## src/spss_pkg.sv

```systemverilog
// Shared constants and types for the sensor power and standby sequencer.
package spss_pkg;

   // ==========================================================================
   // Clock and timing.
   // ==========================================================================
   localparam int unsigned CLK_PERIOD_PS      = 5000;
   localparam int unsigned BUS_WAIT_REF_CYC   = 8192;
   localparam int unsigned QUIET_REF_CYC      = 512;
   localparam int unsigned REG_SETTLE_US      = 1000;
   localparam int unsigned PLL_LOCK_US        = 200;
   localparam int unsigned STREAM_FIXED_US    = 10000;
   localparam int unsigned RESET_SETTLE_US    = 2000;
   localparam int unsigned POR_CYC            = 16;
   // Cycle counts derived from the times above (least times round up; STREAM_FIXED_US * 1000000 overflows 32 bits and wraps).
   localparam int unsigned REG_SETTLE_CYC  = (REG_SETTLE_US * 1000000 + CLK_PERIOD_PS - 1)
                                             / CLK_PERIOD_PS;
   localparam int unsigned PLL_LOCK_CYC    = (PLL_LOCK_US * 1000000 + CLK_PERIOD_PS - 1)
                                             / CLK_PERIOD_PS;
   localparam int unsigned STREAM_FIXED_CYC = (STREAM_FIXED_US * 1000000 + CLK_PERIOD_PS - 1)
                                             / CLK_PERIOD_PS;
   localparam int unsigned RESET_SETTLE_CYC = (RESET_SETTLE_US * 1000000 + CLK_PERIOD_PS - 1)
                                             / CLK_PERIOD_PS;

   // ==========================================================================
   // Widths and reset values.
   // ==========================================================================
   localparam int unsigned CNT_W   = 24;
   localparam int unsigned EXPO_W  = 16;
   localparam logic [EXPO_W-1:0] EXPO_RST = 16'h0010;
   localparam int unsigned LINE_CYC = 64;

   // General-purpose pin modes allowed in standby.
   typedef enum logic [1:0] {
      SPSS_GPIO_FLOAT = 2'h0,
      SPSS_GPIO_LOW   = 2'h1,
      SPSS_GPIO_HIGH  = 2'h2
   } spss_gpio_t;

endpackage : spss_pkg

```

## src/spss_if.sv

```systemverilog
// Link between the host controller end and the sensor end.
`timescale 1ns/10ps
`default_nettype none
interface spss_if;
   logic       shutdown_n;     // Active-low hard reset / shutdown pin.
   logic       powerdown_n;    // Active-low power-down pin.
   logic       ref_clk_en;     // Reference clock running (input_ref_clock gate).
   logic       bus_valid;      // One serial_control_bus transaction pulse.
   logic       bus_stream;     // Streaming request carried by the transaction.
   logic [1:0] bus_gpio;       // Standby pin mode carried by the transaction.
   logic [15:0] bus_expo;      // Exposure lines carried by the transaction.
   logic       frame_active;   // Device is sending a frame.
   logic       frame_end;      // Pulse: frame end code sent.

   modport host (output shutdown_n, output powerdown_n, output ref_clk_en,
                 output bus_valid, output bus_stream, output bus_gpio, output bus_expo,
                 input frame_active, input frame_end);
   modport dev  (input shutdown_n, input powerdown_n, input ref_clk_en,
                 input bus_valid, input bus_stream, input bus_gpio, input bus_expo,
                 output frame_active, output frame_end);
endinterface : spss_if
`default_nettype wire

```

## src/spss_cnt.sv

```systemverilog
// Loadable down counter used for the sequencing waits.
`timescale 1ns/10ps
`default_nettype none
module spss_cnt
   import spss_pkg::*;
#(
   parameter int unsigned W = CNT_W
) (
   input  wire logic         clk_sys,
   input  wire logic         reset_n,
   input  wire logic         load,
   input  wire logic [W-1:0] value,
   input  wire logic         tick,
   output logic              done
);
   logic [W-1:0] cnt_q;

   // ==========================================================================
   // Counter.
   // ==========================================================================
   // Load wins over counting so a restart is never lost.
   always_ff @(posedge clk_sys) begin
      if (!reset_n) begin
         cnt_q <= '0;
      end else if (load) begin
         cnt_q <= value;
      end else if (tick && cnt_q != '0) begin
         cnt_q <= cnt_q - W'(1);
      end
   end

   // Done is registered so it lags the last count by one cycle.
   always_ff @(posedge clk_sys) begin
      if (!reset_n) begin
         done <= 1'b0;
      end else begin
         done <= !load && (cnt_q == '0);
      end
   end
endmodule : spss_cnt
`default_nettype wire

```

## src/spss_dev.sv

```systemverilog
// Sensor end: reset, standby and streaming entry/exit sequencing.
`timescale 1ns/10ps
`default_nettype none
module spss_dev
   import spss_pkg::*;
#(
   parameter int unsigned FIXED_CYC = STREAM_FIXED_CYC,
   parameter int unsigned LINE_LEN  = LINE_CYC,
   parameter int unsigned FRAME_LINES = 8
) (
   input  wire logic clk_sys,
   input  wire logic reset_n,
   spss_if.dev       lnk,
   input  wire logic core_supply_ok,
   output logic      streaming,
   output logic      sw_standby,
   output logic      hw_standby,
   output logic      regs_default,
   output logic      gpio_o,
   output logic      gpio_oe
);
   typedef enum logic [2:0] {
      SPSS_ST_POR, SPSS_ST_STBY, SPSS_ST_FIXED, SPSS_ST_EXPO, SPSS_ST_STREAM, SPSS_ST_DRAIN
   } spss_st_t;

   spss_st_t        st_q;
   logic [1:0]      shd_s_q, pwd_s_q, cor_s_q;
   logic            shd_n, pwd_n, core_ok;
   logic            stream_req_q;
   spss_gpio_t      gpio_mode_q;
   logic [EXPO_W-1:0] expo_q;
   logic [7:0]      por_q;
   logic            alive;
   logic            bus_ok;
   logic [15:0]     line_q;
   logic [15:0]     lines_q;
   logic            line_tick;
   logic            cnt_load, cnt_done;
   logic [CNT_W-1:0] cnt_val;
   logic [15:0]     fline_q;
   logic            frame_q, fend_q;

   // ==========================================================================
   // Pin synchronisers.
   // ==========================================================================
   // Pins come from the other party, so each passes two flip-flops first.
   always_ff @(posedge clk_sys) begin
      if (!reset_n) begin
         shd_s_q <= 2'h0;
         pwd_s_q <= 2'h0;
         cor_s_q <= 2'h0;
      end else begin
         shd_s_q <= {shd_s_q[0], lnk.shutdown_n};
         pwd_s_q <= {pwd_s_q[0], lnk.powerdown_n};
         cor_s_q <= {cor_s_q[0], core_supply_ok};
      end
   end
   assign shd_n   = shd_s_q[1];
   assign pwd_n   = pwd_s_q[1];
   assign core_ok = cor_s_q[1];

   // ==========================================================================
   // Internal power-on reset.
   // ==========================================================================
   // Counts stable core supply, independent of the shutdown pin.
   always_ff @(posedge clk_sys) begin
      if (!reset_n || !core_ok) begin
         por_q <= 8'h00;
      end else if (por_q != 8'(POR_CYC)) begin
         por_q <= por_q + 8'h01;
      end
   end
   assign alive  = (por_q == 8'(POR_CYC)) && shd_n;
   // The bus is only heard when neither pin holds the part in standby.
   assign bus_ok = alive && pwd_n && lnk.ref_clk_en && lnk.bus_valid;

   // ==========================================================================
   // Register state (streaming request, pin mode, exposure).
   // ==========================================================================
   // Shutdown low returns defaults; power-down low only freezes the values.
   always_ff @(posedge clk_sys) begin
      if (!reset_n || !alive) begin
         stream_req_q <= 1'b0;
         gpio_mode_q  <= SPSS_GPIO_FLOAT;
         expo_q       <= EXPO_RST;
      end else if (bus_ok) begin
         stream_req_q <= lnk.bus_stream;
         gpio_mode_q  <= spss_gpio_t'(lnk.bus_gpio);
         expo_q       <= lnk.bus_expo;
      end
   end

   // ==========================================================================
   // Line timebase.
   // ==========================================================================
   // One-cycle enable per line; only runs while the power-down pin is high.
   always_ff @(posedge clk_sys) begin
      if (!reset_n || st_q == SPSS_ST_STBY || st_q == SPSS_ST_POR) begin
         line_q <= 16'h0000;
      end else if (pwd_n) begin
         line_q <= (line_q == 16'(LINE_LEN - 1)) ? 16'h0000 : line_q + 16'h0001;
      end
   end
   assign line_tick = pwd_n && (line_q == 16'(LINE_LEN - 1));

   // Wait counter: fixed delay first, then exposure lines.
   assign cnt_load = (st_q == SPSS_ST_STBY && stream_req_q) ||
                     (st_q == SPSS_ST_FIXED && cnt_done);
   assign cnt_val  = (st_q == SPSS_ST_STBY) ? CNT_W'(FIXED_CYC) : CNT_W'(expo_q);

   spss_cnt #(.W(CNT_W)) u_wait (
      .clk_sys (clk_sys),
      .reset_n (reset_n),
      .load    (cnt_load),
      .value   (cnt_val),
      .tick    ((st_q == SPSS_ST_FIXED && pwd_n) || (st_q == SPSS_ST_EXPO && line_tick)),
      .done    (cnt_done)
   );

   // ==========================================================================
   // Mode sequencer.
   // ==========================================================================
   always_ff @(posedge clk_sys) begin
      if (!reset_n || !alive) begin
         st_q <= SPSS_ST_POR;
      end else begin
         case (st_q)
            SPSS_ST_POR: begin
               st_q <= SPSS_ST_STBY;
            end
            SPSS_ST_STBY: begin
               if (stream_req_q) begin
                  st_q <= SPSS_ST_FIXED;
               end
            end
            SPSS_ST_FIXED: begin
               if (!stream_req_q) begin
                  st_q <= SPSS_ST_STBY;
               end else if (cnt_done) begin
                  st_q <= SPSS_ST_EXPO;
               end
            end
            SPSS_ST_EXPO: begin
               if (!stream_req_q) begin
                  st_q <= SPSS_ST_STBY;
               end else if (cnt_done) begin
                  st_q <= SPSS_ST_STREAM;
               end
            end
            SPSS_ST_STREAM: begin
               if (!stream_req_q) begin
                  // Mid-frame stop drains; between frames stop at once.
                  st_q <= frame_q ? SPSS_ST_DRAIN : SPSS_ST_STBY;
               end
            end
            SPSS_ST_DRAIN: begin
               if (fend_q) begin
                  st_q <= SPSS_ST_STBY;
               end
            end
            default: begin
               st_q <= SPSS_ST_POR;
            end
         endcase
      end
   end

   // ==========================================================================
   // Frame generator.
   // ==========================================================================
   // A frame lasts FRAME_LINES lines; a new one starts only while streaming.
   always_ff @(posedge clk_sys) begin
      if (!reset_n || !alive) begin
         frame_q <= 1'b0;
         fend_q  <= 1'b0;
         fline_q <= 16'h0000;
      end else begin
         fend_q <= 1'b0;
         if (line_tick) begin
            if (frame_q) begin
               if (fline_q == 16'(FRAME_LINES - 1)) begin
                  frame_q <= 1'b0;
                  fend_q  <= 1'b1;
                  fline_q <= 16'h0000;
               end else begin
                  fline_q <= fline_q + 16'h0001;
               end
            end else if (st_q == SPSS_ST_STREAM && stream_req_q) begin
               frame_q <= 1'b1;
            end
         end
      end
   end
   assign lnk.frame_active = frame_q;
   assign lnk.frame_end    = fend_q;

   // ==========================================================================
   // Status outputs.
   // ==========================================================================
   // All outputs are registered; the pin floats outside standby by choice.
   always_ff @(posedge clk_sys) begin
      if (!reset_n) begin
         streaming    <= 1'b0;
         sw_standby   <= 1'b0;
         hw_standby   <= 1'b1;
         regs_default <= 1'b1;
         gpio_o       <= 1'b0;
         gpio_oe      <= 1'b0;
      end else begin
         streaming    <= alive && pwd_n && st_q != SPSS_ST_STBY && st_q != SPSS_ST_POR;
         sw_standby   <= alive && pwd_n && st_q inside {SPSS_ST_POR, SPSS_ST_STBY};
         hw_standby   <= !alive || !pwd_n;
         regs_default <= !alive;
         gpio_o       <= (gpio_mode_q == SPSS_GPIO_HIGH);
         gpio_oe      <= (gpio_mode_q != SPSS_GPIO_FLOAT) &&
                         (!pwd_n || st_q == SPSS_ST_STBY);
      end
   end
endmodule : spss_dev
`default_nettype wire

```

## src/flat_wrapper.sv

```systemverilog
// flat-port wrapper written by rule: the top's interface ports become plain ports
module spss_dev_flat import spss_pkg::*;
#(
   parameter int unsigned FIXED_CYC = STREAM_FIXED_CYC,
   parameter int unsigned LINE_LEN  = LINE_CYC,
   parameter int unsigned FRAME_LINES = 8
)
  (clk_sys, reset_n, core_supply_ok, streaming, sw_standby, hw_standby, regs_default, gpio_o, gpio_oe, lnk_shutdown_n, lnk_powerdown_n, lnk_ref_clk_en, lnk_bus_valid, lnk_bus_stream, lnk_bus_gpio, lnk_bus_expo, lnk_frame_active, lnk_frame_end);
  spss_if lnk_i ();
  input  wire logic clk_sys;
  input  wire logic reset_n;
  input  wire logic core_supply_ok;
  output logic streaming;
  output logic sw_standby;
  output logic hw_standby;
  output logic regs_default;
  output logic gpio_o;
  output logic gpio_oe;
  input wire logic [$bits(lnk_i.shutdown_n)-1:0] lnk_shutdown_n;
  input wire logic [$bits(lnk_i.powerdown_n)-1:0] lnk_powerdown_n;
  input wire logic [$bits(lnk_i.ref_clk_en)-1:0] lnk_ref_clk_en;
  input wire logic [$bits(lnk_i.bus_valid)-1:0] lnk_bus_valid;
  input wire logic [$bits(lnk_i.bus_stream)-1:0] lnk_bus_stream;
  input wire logic [$bits(lnk_i.bus_gpio)-1:0] lnk_bus_gpio;
  input wire logic [$bits(lnk_i.bus_expo)-1:0] lnk_bus_expo;
  output wire logic [$bits(lnk_i.frame_active)-1:0] lnk_frame_active;
  output wire logic [$bits(lnk_i.frame_end)-1:0] lnk_frame_end;
  assign lnk_i.shutdown_n = lnk_shutdown_n;
  assign lnk_i.powerdown_n = lnk_powerdown_n;
  assign lnk_i.ref_clk_en = lnk_ref_clk_en;
  assign lnk_i.bus_valid = lnk_bus_valid;
  assign lnk_i.bus_stream = lnk_bus_stream;
  assign lnk_i.bus_gpio = lnk_bus_gpio;
  assign lnk_i.bus_expo = lnk_bus_expo;
  assign lnk_frame_active = lnk_i.frame_active;
  assign lnk_frame_end = lnk_i.frame_end;
  spss_dev #(.FIXED_CYC(FIXED_CYC), .LINE_LEN(LINE_LEN), .FRAME_LINES(FRAME_LINES)) u_core (.clk_sys(clk_sys), .reset_n(reset_n), .lnk(lnk_i), .core_supply_ok(core_supply_ok), .streaming(streaming), .sw_standby(sw_standby), .hw_standby(hw_standby), .regs_default(regs_default), .gpio_o(gpio_o), .gpio_oe(gpio_oe));
endmodule
```

## config.mk

```make
export PLATFORM = sky130hd
export DESIGN_NAME = spss_dev_flat
export DESIGN_NICKNAME = d
export VERILOG_FILES = /design/src/spss_pkg.sv /design/src/spss_if.sv /design/src/spss_cnt.sv /design/src/spss_dev.sv /design/src/flat_wrapper.sv
export SDC_FILE = /design/constraint.sdc
export NUM_CORES = 1
export LEC_CHECK = 0
export BUFFER_PORTS_ARGS = -buffer_cell sky130_fd_sc_hd__buf_4
export CORE_MARGIN = 8
export CORE_UTILIZATION = 36
export CTS_BUF_LIST = sky130_fd_sc_hd__clkbuf_8 sky130_fd_sc_hd__clkbuf_16
export DETAILED_ROUTE_END_ITERATION = 8
export PLACE_DENSITY = 0.51
export SLEW_MARGIN = 20
export SYNTH_ARGS = -nofsm -noshare
export SYNTH_HDL_FRONTEND = slang
export SYNTH_SLANG_ARGS = --single-unit
```

## constraint.sdc

```tcl
create_clock -name clk_sys -period 8.1 [get_ports clk_sys]
set_input_delay 0.81 -clock clk_sys [delete_from_list [all_inputs] [get_ports clk_sys]]
set_output_delay 0.81 -clock clk_sys [all_outputs]
set_load 0.005 [all_outputs]
```

==> impl_metrics.ini, run 1 <==
[synthesis]
synth-seq-area-share = 0.436
yosys.cell_types.count = 59
synth-seq-cells = 101
synthesis.instances = 527
yosys_warnings = 0
syn_nets = 559
post_synth_instance_area_sq_um = 4640
number_of_synthesized_flops_with_an_enable_pin = 0
avgSynthCellArea_sq_um = 8.80
async_flop_share = 0
synth_flop_cell = sky130_fd_sc_hd__dfxtp_1

[clock_tree]
hold_buffers = 0
post_cts.repair.setup_buffers = 0
clock_pin_slew_of_the_registers_on_the_worst_case_setup_and_hold_paths_ns = 0.07
insertion_delay_ns = 0.35
post_cts_resize_count = 0
tritoncts = built
cts_root_buf = sky130_fd_sc_hd__clkbuf_16
cts_inserted_buffers = 9
cts_buffer_depth = 2
numClockSinks = 101
htree_levels = 3

[layout]
most_common_cell_after_layout_fill_and_taps_aside = sky130_fd_sc_hd__dfxtp_1
layout-drive-gt1-share = 0.139
syn_to_final_growth_pct = 14.6
stdcell_area_sq_um = 5310
finish.cell_count_without_fillers = 724
layout.cells.most_common_list = sky130_fd_sc_hd__dfxtp_1, sky130_fd_sc_hd__nor2_1, sky130_fd_sc_hd__buf_4
num_antenna_cells = 0
layout_nets = 579

[flow_run]
cap_violations = 0

[drt]
detailroute.via_count = 3917
antenna_violating_nets_post_route = 0
drc = 0
drt_total_wl_mm = 11.3
drtPass1Iterations = 4
avgRoutedWirePerCell_um = 15.7
drt-initial-drc-count = 284
routed_via_density = 5.41

[timing]
setup_viol = 0
grt_setup_unrepaired = no
final.period_utilization = 0.366
timing_worst_slew_pin_value_ns = 0.890
maxSlewHeadroom = 0.399
achievable-frequency_mhz = 337
worst_setup_slack_final_ns = 5.14
finalClockSkew_ns = 0.00561
layout_min_cycle_time_ns = 2.96
final.setup.tns_ns = 0
report.final.hold_viol_count = 0
number_of_max_slew_violations_in_the_final_report = 0

[worst_setup_path]
timing.critical_path.to_type = flip-flop
arrival_ns = 3.24
path_class = reg2reg
critical_path_fanout_max = 28
cp.required_ns = 8.37
crit_path_start_kind = flip-flop
reg2reg_setup_slack_ns = 5.14

[power_and_ir_drop]
p_comb_frac = 0.020
power.internal_uw = 753
power.leakage_nw = 1.88
switchingPower_uw = 194
p_sw_frac = 0.205
irDropWorstVdd_mv = 0.119
power.share.clock = 0.452
sequentialPowerShare = 0.528
cellPowerDensity_nw_per_um2 = 178
report.power.total_uw = 946

[place]
detailedPlace.worstSlack_ns = 5.27
dp_cell_count = 708
detailedPlacementHpwl_mm = 7.93
area_of_placed_instances_sq_um = 5020
gpl.final_weighted_congestion = 0.801
place.port_buffers = 33

[floorplan]
fp.dieArea_sq_um = 16800
initial_core_util = 0.367
height_of_the_die_um = 129
pin_count = 34
die_x_um = 129
core_area_sq_um = 12600
placementRows = 41

[worst_hold_path]
min_delay_worst_type = reg2reg

[global_routing]
number_of_global_route_vias_before_repair = 3797
globalRouteOverflowTotal = 0
grt_pass1_wl_mm = 18.9
antenna_found_initial = 0
overall_global_routing_usage = 0.141
grt_start_max_net_pins = 29

[status]
result_of_the_run = completed
final cells by class:
type / instances / area [sq um]
clock buffers: 10 / 239
clock inverters: 6 / 55.1
fillers: 1308 / 7310
inverters: 13 / 48.8
multi-input cells: 384 / 2450
flip-flops and latches: 101 / 2020
well taps: 172 / 215
repair buffers: 38 / 285
registers in the layout, summed over array words and instances, names as in the netlist, 2 cells and up:
| register | flops |
|---|---|
| u_core.cor_s_q | 2 |
| u_core.fline_q | 16 |
| u_core.shd_s_q | 2 |
| u_core.pwd_s_q | 2 |
| u_core.line_q | 16 |
| u_core.por_q | 8 |
| u_core.gpio_mode_q | 2 |
| u_core.st_q | 3 |
| u_core.expo_q | 16 |
| u_core.u_wait.cnt_q | 24 |
critical path: stages, from the launching register on:
cell                       delay (ns)
sky130_fd_sc_hd__dfxtp_1         0.35
sky130_fd_sc_hd__or4_4           0.57
sky130_fd_sc_hd__o41ai_1         0.85
sky130_fd_sc_hd__o211ai_1        0.17
sky130_fd_sc_hd__buf_4           0.28
sky130_fd_sc_hd__or4_1           0.52
sky130_fd_sc_hd__a21oi_1         0.15
synth_stat cells (3+ instances only):
| cell | count | area (sq um) |
|---|---|---|
| sky130_fd_sc_hd__nand4_1 | 12 | 75.1 |
| sky130_fd_sc_hd__nor2_1 | 66 | 248 |
| sky130_fd_sc_hd__clkbuf_1 | 24 | 90.1 |
| sky130_fd_sc_hd__or4_1 | 8 | 60.1 |
| sky130_fd_sc_hd__xor2_1 | 14 | 123 |
| sky130_fd_sc_hd__nor4b_1 | 3 | 26.3 |
| sky130_fd_sc_hd__and4_1 | 4 | 35.0 |
| sky130_fd_sc_hd__nand3b_1 | 3 | 22.5 |
| sky130_fd_sc_hd__o21ai_0 | 22 | 110 |
| sky130_fd_sc_hd__and3_1 | 7 | 43.8 |
| sky130_fd_sc_hd__a21oi_1 | 21 | 105 |
| sky130_fd_sc_hd__o221a_2 | 18 | 203 |
| sky130_fd_sc_hd__xnor2_1 | 20 | 175 |
| sky130_fd_sc_hd__or3_1 | 11 | 68.8 |
| sky130_fd_sc_hd__o311ai_0 | 4 | 35.0 |
| sky130_fd_sc_hd__a31oi_1 | 6 | 37.5 |
| sky130_fd_sc_hd__o31ai_1 | 9 | 67.6 |
| sky130_fd_sc_hd__a211oi_1 | 4 | 30.0 |
| sky130_fd_sc_hd__nor4_1 | 15 | 93.8 |
| sky130_fd_sc_hd__and2_1 | 9 | 56.3 |
| sky130_fd_sc_hd__nor3_1 | 15 | 75.1 |
| sky130_fd_sc_hd__nand2_1 | 34 | 128 |
| sky130_fd_sc_hd__nand3_1 | 24 | 120 |
| sky130_fd_sc_hd__dfxtp_1 | 101 | 2020 |
| sky130_fd_sc_hd__a32oi_1 | 4 | 35.0 |
| sky130_fd_sc_hd__ha_1 | 6 | 75.1 |
| sky130_fd_sc_hd__inv_1 | 13 | 48.8 |
| sky130_fd_sc_hd__mux2i_1 | 3 | 30.0 |
| sky130_fd_sc_hd__a22oi_1 | 3 | 22.5 |
power by group through the flow:
| stage | logic [mW] | registers (mW) | clock network (mW) |
|---|---|---|---|
| 3_5_place_dp | 0.0193 | 0.511 | 0 |
| 3_3_place_gp | 0.0192 | 0.511 | 0 |
| 5_1_grt | 0.0205 | 0.500 | 0.463 |
| 2_1_floorplan | 0.00692 | 0.510 | 0 |
| 4_1_cts | 0.0193 | 0.500 | 0.442 |
| 6_report | 0.0189 | 0.500 | 0.428 |
cell families after synthesis:
family                     count (synthesis)  share of synthesized area
muxes                                      4                    0.00891
AOI/OAI and AO/OA                        112                      0.179
and+or+nand+nor                          228                      0.259
adders and majority gates                  6                     0.0162
xor gates and xnor gates                  34                     0.0642
DFF                                      101                      0.436
buffers and inverters                     42                     0.0362
path summary, 6_finish.rpt:
check,start,end,depth (start not counted)
setup reg to reg,u_core.line_q[8],u_core.u_wait.cnt_q[21],6
hold / removal,u_core.cor_s_q[0],u_core.cor_s_q[1],1
hold reg to reg,u_core.cor_s_q[0],u_core.cor_s_q[1],1
setup / recovery,u_core.line_q[8],u_core.u_wait.cnt_q[21],6
metrics by stage:
stage | utilization | hold slack [ns]
2_1_floorplan | - | 0.412
3_3_place_gp | 0.398 | 0.414
3_5_place_dp | 0.398 | 0.418
4_1_cts | 0.421 | 0.432
5_1_grt | 0.421 | 0.458
6_report | 0.421 | 0.432
per-layer routing:
metal / routed length (um) / GRT usage
met2: 5520 / 0.238
met4: 136 / 0.0471
met5: 0 / 0
met1: 5270 / 0.171
met3: 413 / 0.0362
No activity file was read; power rests on OpenSTA's default activity.
==> run 2, diff against run 1 <==
- PLACE_DENSITY: 0.51 -> 0.53
- clock period: 8.1 -> 2.7 ns (I/O delays scaled with it)
==> run 2 against run 1 <==
- sequential share of layout area decreased by 1.2 points
- sequential power increased to 3.0 times the previous value
- power increased to 3.2 times the previous value
- hold slack got worse by 0.30 ns
- global-route usage increased by 0.66 points
- first-iteration DRC count increased by 3.5%
- worst setup slack got worse by 5.0 ns
==> impl_metrics.ini, run 2 (synthesis results as in run 1) <==
[status]
result_of_the_run = completed

[drt]
antenna_violating_nets_post_route = 0
routed_via_density = 5.47
drtPass1Iterations = 6
detailroute.via_count = 4046
drt-initial-drc-count = 294
drt_total_wl_mm = 11.8
drc = 0
avgRoutedWirePerCell_um = 15.9

[worst_setup_path]
crit_end = u_core.fline_q[9]
cpMaxStageDelayCell = sky130_fd_sc_hd__or4_4
crit_path_start_kind = flip-flop
critical_path_stages = 5
crit_path_cell_trace = or4_4 > or4_4 > or3_1 > or4_1 > a21oi_1
critical_path.startpoint = u_core.line_q[8]
worst_r2r_path_depth = 5
critical_path_fanout_max = 7
crit_path_frequent_cell = sky130_fd_sc_hd__or4_4
timing.critical_path.to_type = flip-flop
path_class = reg2reg
reg2reg_setup_slack_ns = 0.12
worst-path-buf-inv = 0
critPathTopFamily = simple AND/OR/NAND/NOR gates
capture_point_of_the_worst_reg_to_reg_path = u_core.fline_q[9]
timing.critical_path.slowest_cell_delay_ns = 0.56
arrival_ns = 2.87
worst_r2r_startpoint = u_core.line_q[8]
cp.required_ns = 2.99

[clock_tree]
tritoncts = built
cts_root_buf = sky130_fd_sc_hd__clkbuf_16
numClockSinks = 101
post_cts_resize_count = 0
htree_levels = 3
clock_pin_slew_of_the_registers_on_the_worst_case_setup_and_hold_paths_ns = 0.07
cts_buffer_depth = 2
cts_inserted_buffers = 9
hold_buffers = 0
post_cts.repair.setup_buffers = 0
insertion_delay_ns = 0.35

[timing]
grt_setup_unrepaired = no
timing_worst_slew_pin_value_ns = 0.808
finalClockSkew_ns = 0.00738
achievable-frequency_mhz = 388
final.period_utilization = 0.955
setup_viol = 0
layout_min_cycle_time_ns = 2.58
number_of_max_slew_violations_in_the_final_report = 0
whs_ns = 0.129
final.setup.tns_ns = 0
report.final.hold_viol_count = 0
maxSlewHeadroom = 0.461
worst_setup_slack_final_ns = 0.121

[global_routing]
globalRouteOverflowTotal = 0
overall_global_routing_usage = 0.148
number_of_global_route_vias_before_repair = 3905
grt_pass1_wl_mm = 19.7
antenna_found_initial = 0
grt_start_max_net_pins = 29

[floorplan]
fp.dieArea_sq_um = 16800
die_x_um = 129
initial_core_util = 0.367
height_of_the_die_um = 129
placementRows = 41
core_area_sq_um = 12600
pin_count = 34

[place]
place.port_buffers = 33
detailedPlacementHpwl_mm = 8.29
detailedPlace.worstSlack_ns = 0.145
gpl.final_weighted_congestion = 0.792

[layout]
layout.cells.most_common_list = sky130_fd_sc_hd__dfxtp_1, sky130_fd_sc_hd__nor2_1, sky130_fd_sc_hd__buf_4
most_common_cell_after_layout_fill_and_taps_aside = sky130_fd_sc_hd__dfxtp_1
largest_register_ff_count = 24
layout-drive-gt1-share = 0.164
num_antenna_cells = 0
max_flop_register = u_core.u_wait.cnt_q
syn_to_final_growth_pct = 18.3
layout_nets = 594

[power_and_ir_drop]
irDropWorstVdd_mv = 0.420
cellPowerDensity_nw_per_um2 = 551
power.leakage_nw = 1.97

[worst_hold_path]
min_delay_worst_type = in2reg

[flow_run]
cap_violations = 0
-- run 2: per-layer routing --
layer / GRT usage / part of all wire
met4: 0.0410 / 0.012
met3: 0.0419 / 0.046
met5: 0 / 0
met2: 0.229 / 0.45
met1: 0.196 / 0.49
-- run 2: final cells by class --
type                       instances  area, sq um
sequential                       101         2020
fill                            1264         7140
timing repair buffer              53          410
clock buffer                       9          225
inverter                          13         48.8
tap                              172          215
multi-input combinational        384         2450
clock inverter                     7          115
-- run 2: worst min-delay path by stage --
stage,slack (ns),endpoint,from,cells past startpoint
detailed placement,0.42,u_core.pwd_s_q[1],u_core.pwd_s_q[0],1
CTS,0.12,u_core.cor_s_q[0],core_supply_ok,2
floorplan,0.40,u_core.cor_s_q[0],core_supply_ok,1
global placement,0.42,u_core.pwd_s_q[1],u_core.pwd_s_q[0],1
global route,0.12,u_core.pwd_s_q[0],lnk_powerdown_n,2
finish,0.13,u_core.cor_s_q[0],core_supply_ok,2
-- run 2: where the power goes --
part,total (mW),internal (mW),switching [mW],leakage [nW]
Combinational,0.0594,0.0304,0.0290,0.991
Sequential,1.50,1.49,0.00316,0.815
Clock,1.47,0.902,0.563,0.167
Total,3.02,2.43,0.595,1.97
-- run 2: per-stage QoR --
stage | cells | utilization | power, mW | area, sq um
3_5_place_dp | 723 | 0.407 | 1.59 | 5140
2_1_floorplan | 527 | - | 1.55 | 4640
6_report | 739 | 0.434 | 3.02 | 5480
5_1_grt | 739 | 0.434 | 3.13 | 5480
3_3_place_gp | 723 | 0.407 | 1.59 | 5140
4_1_cts | 739 | 0.434 | 3.06 | 5480
